`src/i2cms_pkg.sv`:
```
// Package for the I2C master start and clock arbitration block.
// Assumes a single AHB-Lite slave with 32-bit word registers.
package i2cms_pkg;
    // Register byte offsets
    localparam logic [7:0] OFF_CTRL2 = 8'h00;
    localparam logic [7:0] OFF_STATUS = 8'h04;
    localparam logic [7:0] OFF_RELOAD = 8'h08;
    localparam logic [7:0] OFF_TXBUF = 8'h0C;
    // Control two fields
    localparam int START_REQ_BIT = 0;
    localparam int CTRL2_LOCK_W = 5;
    // Status fields, reload width and reset value, bus transfer type
    localparam int STAT_START_BIT = 3;
    localparam int STAT_BCOL_BIT = 4;
    localparam int STAT_WRITE_COLLISION_FLAG_BIT = 5;
    localparam int STAT_BUSY_BIT = 6;
    localparam int STAT_SCL_HELD_BIT = 7;
    localparam int RELOAD_W = 7;
    localparam logic [6:0] RELOAD_RST = 7'h04;
    localparam logic [1:0] HTRANS_NONSEQ = 2'h2;

    typedef enum logic [4:0] {
        ST_IDLE = 5'b0_0001,
        ST_SETUP = 5'b0_0010,
        ST_HOLD = 5'b0_0100,
        ST_DONE = 5'b0_1000,
        ST_ARB = 5'b1_0000
    } i2cms_state_e;

    typedef struct packed {
        logic scl;
        logic sda;
    } i2cms_lines_s;
endpackage : i2cms_pkg

```
`src/i2cms_sync.sv`:
```
// Two flip-flop synchroniser for the bus lines.
// Assumes the lines idle high when nobody drives them.
`timescale 1ns/1ns
module i2cms_sync #(
    parameter int W = 2
) (
    // Clock and reset
    input wire logic hclk,
    input wire logic hresetn,
    // Data
    input wire logic [W-1:0] d,
    output logic [W-1:0] q
);
    logic [W-1:0] meta;
    always_ff @(posedge hclk or negedge hresetn) begin
        if (!hresetn) begin
            meta <= {W{1'b1}};
            q <= {W{1'b1}};
        end else begin
            meta <= d;
            q <= meta;
        end
    end
endmodule : i2cms_sync

```
`src/i2cms_top.sv`:
```
// I2C master start generation with clock arbitration, AHB-Lite registers.
// Assumes open-drain lines with pull-ups and a single AHB-Lite master.
// Notes on behaviour
// Released clock line: counter waits until clock is seen high.
// On clock seen high, counter reloads from 7-bit reload value.
// Clock high time lasts one full counter period after seen high; code only counts it, scl_oe stays 0.
// Software sets start request, bit 0 of control register two.
// Start request with both lines high reloads counter and counts.
// Both lines high at expiry: data driven low, forming the Start.
// Start generation sets status bit 3.
// Second expiry clears start request, halts counter, keeps data low.
// Lines low at start or clock low early: collision flag, abort, idle.
// Transmit buffer write during Start sets write collision, no store.
// Low five bits of control two ignore writes until Start completes.
// Lines are only driven low or released.
`timescale 1ns/1ns
module i2cms_top (
    // Clock and reset
    input wire logic hclk,
    input wire logic hresetn,
    // AHB-Lite slave
    input wire logic hsel,
    input wire logic [7:0] haddr,
    input wire logic [1:0] htrans,
    input wire logic hwrite,
    input wire logic [2:0] hsize,
    input wire logic [31:0] hwdata,
    input wire logic hready,
    output logic [31:0] hrdata,
    output logic hreadyout,
    output logic hresp,
    // Clock line
    input wire logic scl_i,
    output logic scl_o,
    output logic scl_oe,
    // Data line
    input wire logic sda_i,
    output logic sda_o,
    output logic sda_oe,
    // Release of clock line from later bit phases
    input wire logic scl_release
);
    i2cms_pkg::i2cms_lines_s raw_lines;
    i2cms_pkg::i2cms_lines_s lines;
    i2cms_pkg::i2cms_state_e state;
    i2cms_pkg::i2cms_state_e next_state;
    logic [6:0] reload;
    logic [6:0] count;
    logic running;
    logic expire;
    logic [4:0] ctrl2_low;
    logic start_flag;
    logic bcol_flag;
    logic write_collision_flag_flag;
    logic [7:0] txbuf;
    logic arb_wait;
    logic rel_sync;
    logic rel_meta;
    logic idle_col;
    // Address phase capture
    logic dp_write;
    logic [7:0] dp_addr;
    logic dp_valid;

    assign raw_lines.scl = scl_i;
    assign raw_lines.sda = sda_i;

    i2cms_sync #(.W(2)) u_sync (
        .hclk(hclk),
        .hresetn(hresetn),
        .d(raw_lines),
        .q(lines)
    );

    always_ff @(posedge hclk or negedge hresetn) begin
        if (!hresetn) begin
            rel_meta <= 1'b0;
            rel_sync <= 1'b0;
        end else begin
            rel_meta <= scl_release;
            rel_sync <= rel_meta;
        end
    end

    // Open-drain: output value is always low, only the data enable moves; the clock enable is held at 0
    assign scl_o = 1'b0;
    assign sda_o = 1'b0;
    assign scl_oe = 1'b0;

    function automatic logic is_busy(input i2cms_pkg::i2cms_state_e s);
        is_busy = (s != i2cms_pkg::ST_IDLE) && (s != i2cms_pkg::ST_ARB);
    endfunction : is_busy

    assign expire = running && (count == 7'h00);

    // Bus slave: zero wait states, OKAY always
    assign hreadyout = 1'b1;
    assign hresp = 1'b0;

    always_ff @(posedge hclk or negedge hresetn) begin
        if (!hresetn) begin
            dp_valid <= 1'b0;
            dp_write <= 1'b0;
            dp_addr <= 8'h00;
        end else if (hready) begin
            dp_valid <= hsel && (htrans == i2cms_pkg::HTRANS_NONSEQ);
            dp_write <= hwrite;
            dp_addr <= haddr;
        end
    end

    logic wr_ctrl2;
    logic wr_txbuf;
    logic wr_reload;
    logic wr_status;
    assign wr_ctrl2 = dp_valid && dp_write && (dp_addr == i2cms_pkg::OFF_CTRL2);
    assign wr_txbuf = dp_valid && dp_write && (dp_addr == i2cms_pkg::OFF_TXBUF);
    assign wr_reload = dp_valid && dp_write && (dp_addr == i2cms_pkg::OFF_RELOAD);
    assign wr_status = dp_valid && dp_write && (dp_addr == i2cms_pkg::OFF_STATUS);

    // Read data is registered at the address phase so it stands in the data phase
    always_ff @(posedge hclk or negedge hresetn) begin
        if (!hresetn) begin
            hrdata <= 32'h0000_0000;
        end else if (hready && hsel && !hwrite) begin
            unique case (haddr)
                i2cms_pkg::OFF_CTRL2: hrdata <= {27'h000_0000, ctrl2_low};
                i2cms_pkg::OFF_STATUS: hrdata <= {24'h00_0000, !lines.scl, is_busy(state),
                                                  write_collision_flag_flag, bcol_flag, start_flag, 3'h0};
                i2cms_pkg::OFF_RELOAD: hrdata <= {25'h000_0000, reload};
                i2cms_pkg::OFF_TXBUF: hrdata <= {24'h00_0000, txbuf};
                default: hrdata <= 32'h0000_0000;
            endcase
        end
    end

    always_ff @(posedge hclk or negedge hresetn) begin
        if (!hresetn) begin
            reload <= i2cms_pkg::RELOAD_RST;
        end else if (wr_reload) begin
            reload <= hwdata[i2cms_pkg::RELOAD_W-1:0];
        end
    end

    // Buffer write during a Start is dropped
    always_ff @(posedge hclk or negedge hresetn) begin
        if (!hresetn) begin
            txbuf <= 8'h00;
        end else if (wr_txbuf && !is_busy(state)) begin
            txbuf <= hwdata[7:0];
        end
    end

    // Control two: hardware clear of the start request beats a software write; it can meet one
    // only at an idle collision, since writes are locked out while a Start runs
    always_ff @(posedge hclk or negedge hresetn) begin
        if (!hresetn) begin
            ctrl2_low <= 5'h00;
        end else if (state == i2cms_pkg::ST_DONE && expire) begin
            ctrl2_low[i2cms_pkg::START_REQ_BIT] <= 1'b0;
        end else if (idle_col || (next_state == i2cms_pkg::ST_IDLE && state != i2cms_pkg::ST_IDLE
                     && state != i2cms_pkg::ST_ARB)) begin
            ctrl2_low[i2cms_pkg::START_REQ_BIT] <= 1'b0;
        end else if (wr_ctrl2 && !is_busy(state)) begin
            ctrl2_low <= hwdata[i2cms_pkg::CTRL2_LOCK_W-1:0];
        end
    end

    // Status flags: hardware set wins over a software write of zero
    always_ff @(posedge hclk or negedge hresetn) begin
        if (!hresetn) begin
            start_flag <= 1'b0;
            bcol_flag <= 1'b0;
            write_collision_flag_flag <= 1'b0;
        end else begin
            if (state == i2cms_pkg::ST_SETUP && next_state == i2cms_pkg::ST_HOLD) begin
                start_flag <= 1'b1;
            end else if (wr_status) begin
                start_flag <= hwdata[i2cms_pkg::STAT_START_BIT];
            end
            if (idle_col || (state != i2cms_pkg::ST_IDLE && next_state == i2cms_pkg::ST_IDLE
                && state != i2cms_pkg::ST_DONE && state != i2cms_pkg::ST_ARB)) begin
                bcol_flag <= 1'b1;
            end else if (wr_status) begin
                bcol_flag <= hwdata[i2cms_pkg::STAT_BCOL_BIT];
            end
            if (wr_txbuf && is_busy(state)) begin
                write_collision_flag_flag <= 1'b1;
            end else if (wr_status) begin
                write_collision_flag_flag <= hwdata[i2cms_pkg::STAT_WRITE_COLLISION_FLAG_BIT];
            end
        end
    end

    logic start_go;
    assign start_go = ctrl2_low[i2cms_pkg::START_REQ_BIT];

    always_comb begin
        next_state = state;
        unique case (state)
            i2cms_pkg::ST_IDLE: begin
                if (start_go) begin
                    if (lines.scl && lines.sda) begin
                        next_state = i2cms_pkg::ST_SETUP;
                    end else if (!lines.scl && !lines.sda) begin
                        next_state = i2cms_pkg::ST_IDLE;
                    end
                end else if (rel_sync) begin
                    next_state = i2cms_pkg::ST_ARB;
                end
            end
            i2cms_pkg::ST_SETUP: begin
                if (!lines.scl) begin
                    next_state = i2cms_pkg::ST_IDLE;
                end else if (expire) begin
                    next_state = lines.sda ? i2cms_pkg::ST_HOLD : i2cms_pkg::ST_IDLE;
                end
            end
            i2cms_pkg::ST_HOLD: next_state = i2cms_pkg::ST_DONE;
            i2cms_pkg::ST_DONE: begin
                if (expire) begin
                    next_state = i2cms_pkg::ST_IDLE;
                end
            end
            i2cms_pkg::ST_ARB: begin
                if (!rel_sync) begin
                    next_state = i2cms_pkg::ST_IDLE;
                end
            end
            default: next_state = i2cms_pkg::ST_IDLE;
        endcase
    end

    // Lines both low at request time counts as a collision: flag it and drop the request
    assign idle_col = state == i2cms_pkg::ST_IDLE && start_go && !lines.scl && !lines.sda;

    always_ff @(posedge hclk or negedge hresetn) begin
        if (!hresetn) begin
            state <= i2cms_pkg::ST_IDLE;
        end else begin
            state <= next_state;
        end
    end

    // Bit-rate counter; arbitration keeps it frozen while the clock is held low
    always_ff @(posedge hclk or negedge hresetn) begin
        if (!hresetn) begin
            count <= 7'h00;
            running <= 1'b0;
            arb_wait <= 1'b0;
        end else begin
            if ((state == i2cms_pkg::ST_IDLE && next_state == i2cms_pkg::ST_SETUP)
                || state == i2cms_pkg::ST_HOLD) begin
                count <= reload;
                running <= 1'b1;
            end else if (state == i2cms_pkg::ST_ARB) begin
                if (!lines.scl) begin
                    arb_wait <= 1'b1;
                    running <= 1'b0;
                end else if (arb_wait || !running) begin
                    arb_wait <= 1'b0;
                    count <= reload;
                    running <= 1'b1;
                end else if (expire) begin
                    count <= reload;
                end else begin
                    count <= count - 7'h01;
                end
            end else if (expire || next_state == i2cms_pkg::ST_IDLE) begin
                running <= 1'b0;
            end else if (running) begin
                count <= count - 7'h01;
            end
        end
    end

    // Data line pulled low from Start until software takes over
    always_ff @(posedge hclk or negedge hresetn) begin
        if (!hresetn) begin
            sda_oe <= 1'b0;
        end else if (next_state == i2cms_pkg::ST_HOLD || state == i2cms_pkg::ST_HOLD
                     || state == i2cms_pkg::ST_DONE) begin
            sda_oe <= 1'b1;
        end else if (next_state == i2cms_pkg::ST_IDLE && state == i2cms_pkg::ST_SETUP) begin
            sda_oe <= 1'b0;
        end else if (start_go && state == i2cms_pkg::ST_IDLE) begin
            sda_oe <= 1'b0;
        end
    end

    a_start_flag_set: assert property (@(posedge hclk) disable iff (!hresetn)
        (state == i2cms_pkg::ST_HOLD) |-> start_flag)
        else $error("start flag not set after start");
    a_sda_low_done: assert property (@(posedge hclk) disable iff (!hresetn)
        (state == i2cms_pkg::ST_DONE) |-> sda_oe)
        else $error("data line released during start hold");
    a_req_cleared: assert property (@(posedge hclk) disable iff (!hresetn)
        (state == i2cms_pkg::ST_DONE && expire) |=> !start_go && state == i2cms_pkg::ST_IDLE)
        else $error("start request not cleared");
    a_scl_col: assert property (@(posedge hclk) disable iff (!hresetn)
        (state == i2cms_pkg::ST_SETUP && !lines.scl) |=> bcol_flag && !sda_oe)
        else $error("collision not flagged");
    a_idle_col: assert property (@(posedge hclk) disable iff (!hresetn)
        idle_col |=> bcol_flag && !start_go && state == i2cms_pkg::ST_IDLE)
        else $error("collision at request not handled");
    a_write_collision_flag_set: assert property (@(posedge hclk) disable iff (!hresetn)
        (wr_txbuf && is_busy(state)) |=> write_collision_flag_flag && $stable(txbuf))
        else $error("write collision not handled");
    a_ctrl_lock: assert property (@(posedge hclk) disable iff (!hresetn)
        (wr_ctrl2 && is_busy(state)) |=> $stable(ctrl2_low[4:1]))
        else $error("control written during start");
    a_arb_freeze: assert property (@(posedge hclk) disable iff (!hresetn)
        (state == i2cms_pkg::ST_ARB && !lines.scl) |=> !running)
        else $error("counter ran with clock held low");
    a_arb_reload: assert property (@(posedge hclk) disable iff (!hresetn)
        (state == i2cms_pkg::ST_ARB && arb_wait && lines.scl) |=> running && count == $past(reload))
        else $error("counter not reloaded after clock high");
    a_open_drain: assert property (@(posedge hclk) disable iff (!hresetn)
        !sda_o && !scl_o)
        else $error("line driven high");

    c_start_done: cover property (@(posedge hclk) disable iff (!hresetn)
        state == i2cms_pkg::ST_DONE && expire);
    c_collision: cover property (@(posedge hclk) disable iff (!hresetn) $rose(bcol_flag));
    c_write_collision_flag: cover property (@(posedge hclk) disable iff (!hresetn) $rose(write_collision_flag_flag));
    c_arb: cover property (@(posedge hclk) disable iff (!hresetn) $fell(arb_wait));
endmodule : i2cms_top

```
`config.mk`:
```
export PLATFORM = sky130hd
export DESIGN_NAME = i2cms_top
export DESIGN_NICKNAME = d
export VERILOG_FILES = /design/src/i2cms_pkg.sv /design/src/i2cms_sync.sv /design/src/i2cms_top.sv
export SDC_FILE = /design/constraint.sdc
export NUM_CORES = 1
export LEC_CHECK = 0
export BUFFER_PORTS_ARGS = -buffer_cell sky130_fd_sc_hd__buf_2
export CORE_ASPECT_RATIO = 0.75
export CORE_MARGIN = 8
export CORE_UTILIZATION = 56
export CTS_CLUSTER_DIAMETER = 80
export DETAILED_ROUTE_END_ITERATION = 8
export PLACE_DENSITY = 0.82
export SLEW_MARGIN = 20
export SYNTH_ARGS = -nofsm -noshare
export SYNTH_HDL_FRONTEND = slang
export SYNTH_SLANG_ARGS = --single-unit
```
`constraint.sdc`:
```
create_clock -name hclk -period 7.5 [get_ports hclk]
set_clock_uncertainty 0.05 [all_clocks]
set_input_delay 1.5 -clock hclk [delete_from_list [all_inputs] [get_ports hclk]]
set_output_delay 1.5 -clock hclk [all_outputs]
set_load 0.005 [all_outputs]
```
==> flow_metrics.env <==
export IMPL_status="completed"
export IMPL_die_x_um=104
export IMPL_worst_slack_ns=4.77
export IMPL_grt_pass1_vias=2319
export IMPL_p_leak_nw=1.68
export IMPL_finalPower_mw=0.987
export IMPL_drtIter0Drc=154
export IMPL_synth_area_leaders="dfrtp_1 (43%), mux2_2 (11%), buf_4 (6.7%)"
export IMPL_syn_inst=293
export IMPL_rows=24
export IMPL_dr_pass1_iters=5
export IMPL_start_kind="flip-flop"
export IMPL_place_congestion=0.948
export IMPL_whs_ns=0.304
export IMPL_wl_per_cell_um=17.6
export IMPL_final_cell_count_no_fill=412
export IMPL_grt_ovfl_total=0
export IMPL_dpl_cell_count=396
export IMPL_post_cts_setup_buffers=0
export IMPL_min_path_type="reg -> reg"
export IMPL_place_area_um2=3370
export IMPL_core_area_um2=5710
export IMPL_cts_resized=0
export IMPL_fmax_mhz=366
export IMPL_start_util=0.571
export IMPL_yosysUniqueCellTypes=57
export IMPL_synth_edf_count=0
export IMPL_mostFrequentLayoutCells="dfrtp_1 (56), buf_2 (34), mux2_2 (32), conb_1 (29), nand2_1 (22)"
export IMPL_ys_warn_count=0
export IMPL_path_cells="or3_4 > nor3b_4 > o311ai_2 > o32ai_4 > nor3_1 > or4_1"
export IMPL_fin_setup_tns_ns=0
export IMPL_io_buffers=34
export IMPL_maxSlewViolCount=0
export IMPL_max_cap_violations=0
export IMPL_cts_root_buf="clkbuf_8"
export IMPL_critical_path_slowest_cell="or4_1"
export IMPL_yosysTopAreaCellShare=0.430
export IMPL_dp_worst_setup_slack_ns=4.53
export IMPL_tightest_slew_ns=0.821
export IMPL_cts_tree="done"
export IMPL_fin_crit_sh=0.364
export IMPL_grt_pass1_wl_mm=12.0
export IMPL_finalSetupViolCount=0
export IMPL_slew_headroom=0.453
export IMPL_final_cell_area_um2=3610
export IMPL_final_hold_viol_count=0
export IMPL_final_nets=384
export IMPL_grt_max_degree=63
export IMPL_dieHeight_um=82.1
export IMPL_end_kind="flip-flop"
export IMPL_finish_utilization=0.632
export IMPL_crit_required_ns=7.65
export IMPL_drc=0
export IMPL_rsz0062_at_grt="no"
export IMPL_cts_clk_slew_worst_paths_ns=0.07
export IMPL_synth_area_um2=3260
export IMPL_ys_flop_type="dfrtp_1"
export IMPL_routed_via_count=2336
export IMPL_postCtsHoldBufs=0
export IMPL_viasPerCell=5.67
export IMPL_io_pins=91
export IMPL_postRouteAntennaNets=0
export IMPL_clk_path_buf_depth=2
export IMPL_synthArstFlopShare=1.00
export IMPL_cp_max_fo=9
export IMPL_finalCriticalPeriod_ns=2.73
export IMPL_place_hpwl_mm=5.18
export IMPL_final_common_cell="dfrtp_1"
export IMPL_drive_above_1_share=0.332
export IMPL_syn_to_final_growth_pct=10.6
export IMPL_routed_wl_mm=7.24
export IMPL_grt_total_usage=0.176
export IMPL_cts_htree_levels=3
export IMPL_cpPeakStageDelay_ns=0.51
export IMPL_worstPathArrival_ns=2.89
export IMPL_path_class="reg -> reg"
export IMPL_synth_top_area_cell="dfrtp_1"
export IMPL_power_density_nw_per_um2=274
export IMPL_insertion_delay_ns=0.34
export IMPL_die_area_um2=8550
export IMPL_antenna_cells=0
export IMPL_avgSynthCellArea_um2=11.1
export IMPL_vdd_drop_max_mv=0.216
export IMPL_cts_sinks=62
export IMPL_ys_ff_latch=62
export IMPL_antenna_found_initial=0
export IMPL_seq_area_frac_synth=0.478
export IMPL_cts_made_buffers=9
-- per-layer routing --
metal	wire length, um	GRT usage	up-vias
li1	-	-	1070
met1	3380	0.233	1175
met2	3400	0.280	86
met3	405	0.0572	5
met4	53	0.0345	0
met5	0	0	-
-- report_power, final --
part	leakage, nW	switching [mW]	internal (mW)	total [mW]
sequential	0.771	0.0472	0.375	0.422
combinational	0.794	0.125	0.0957	0.221
clock	0.120	0.130	0.214	0.344
total	1.68	0.302	0.685	0.987
-- cell usage after synthesis (all sizes together), types with 6 or more instances --
library cell   n
mux2          32
o21ai         16
nor2          12
a21oi          6
buf           33
nor3          10
dfrtp         56
nand2         22
dfstp          6
inv           13
a22oi          8
-- logic make-up (layout without fill, tap and decap cells) --
| group | count (synthesis) | after routing | share of synthesized area |
|---|---|---|---|
| AOI/OAI and AO/OA | 52 | 52 | 0.120 |
| xor gates and xnor gates | 2 | 2 | 0.00537 |
| adders and majority gates | 2 | 2 | 0.00767 |
| buffers and inverters | 51 | 65 | 0.0982 |
| DFF | 62 | 62 | 0.478 |
| muxes | 39 | 39 | 0.140 |
| other | 2 | 29 | 0.00230 |
| and+or+nand+nor | 83 | 83 | 0.149 |
-- layout make-up --
| class | instances | area, um^2 |
|---|---|---|
| tap | 78 | 97.6 |
| sequential | 62 | 1560 |
| fill | 455 | 2100 |
| clock buffer | 13 | 169 |
| multi-input combinational | 207 | 1480 |
| timing repair buffer | 36 | 185 |
| inverter | 13 | 48.8 |
| clock inverter | 3 | 65.1 |
-- registers in the layout, indices dropped and copies added (netlist names), 5 cells and up --
| signal | count |
|---|---|
| dp_addr | 8 |
| state | 5 |
| count | 7 |
| ctrl2_low | 5 |
| hrdata | 8 |
| reload | 7 |
| txbuf | 8 |
-- critical path: cells and delay by family (launching register included) --
kind               cells  cell delay, ns
AOI/OAI and AO/OA      2            0.60
and+or+nand+nor        4            1.47
DFF                    1            0.48
-- path summary, 6_finish.rpt --
| path | endpoint | depth (start not counted) | slack (ns) | from |
|---|---|---|---|---|
| min | rel_sync | 0 | 0.30 | rel_meta |
| max reg2reg | count[0] | 6 | 4.77 | state[4] |
| min in group asynchronous | count[2] | 2 | 1.26 | hresetn |
| max in group asynchronous | state[4] | 2 | 5.63 | hresetn |
| min reg2reg | rel_sync | 0 | 0.30 | rel_meta |
| max | count[0] | 6 | 4.77 | state[4] |
(Power assumes the default switching activity.)
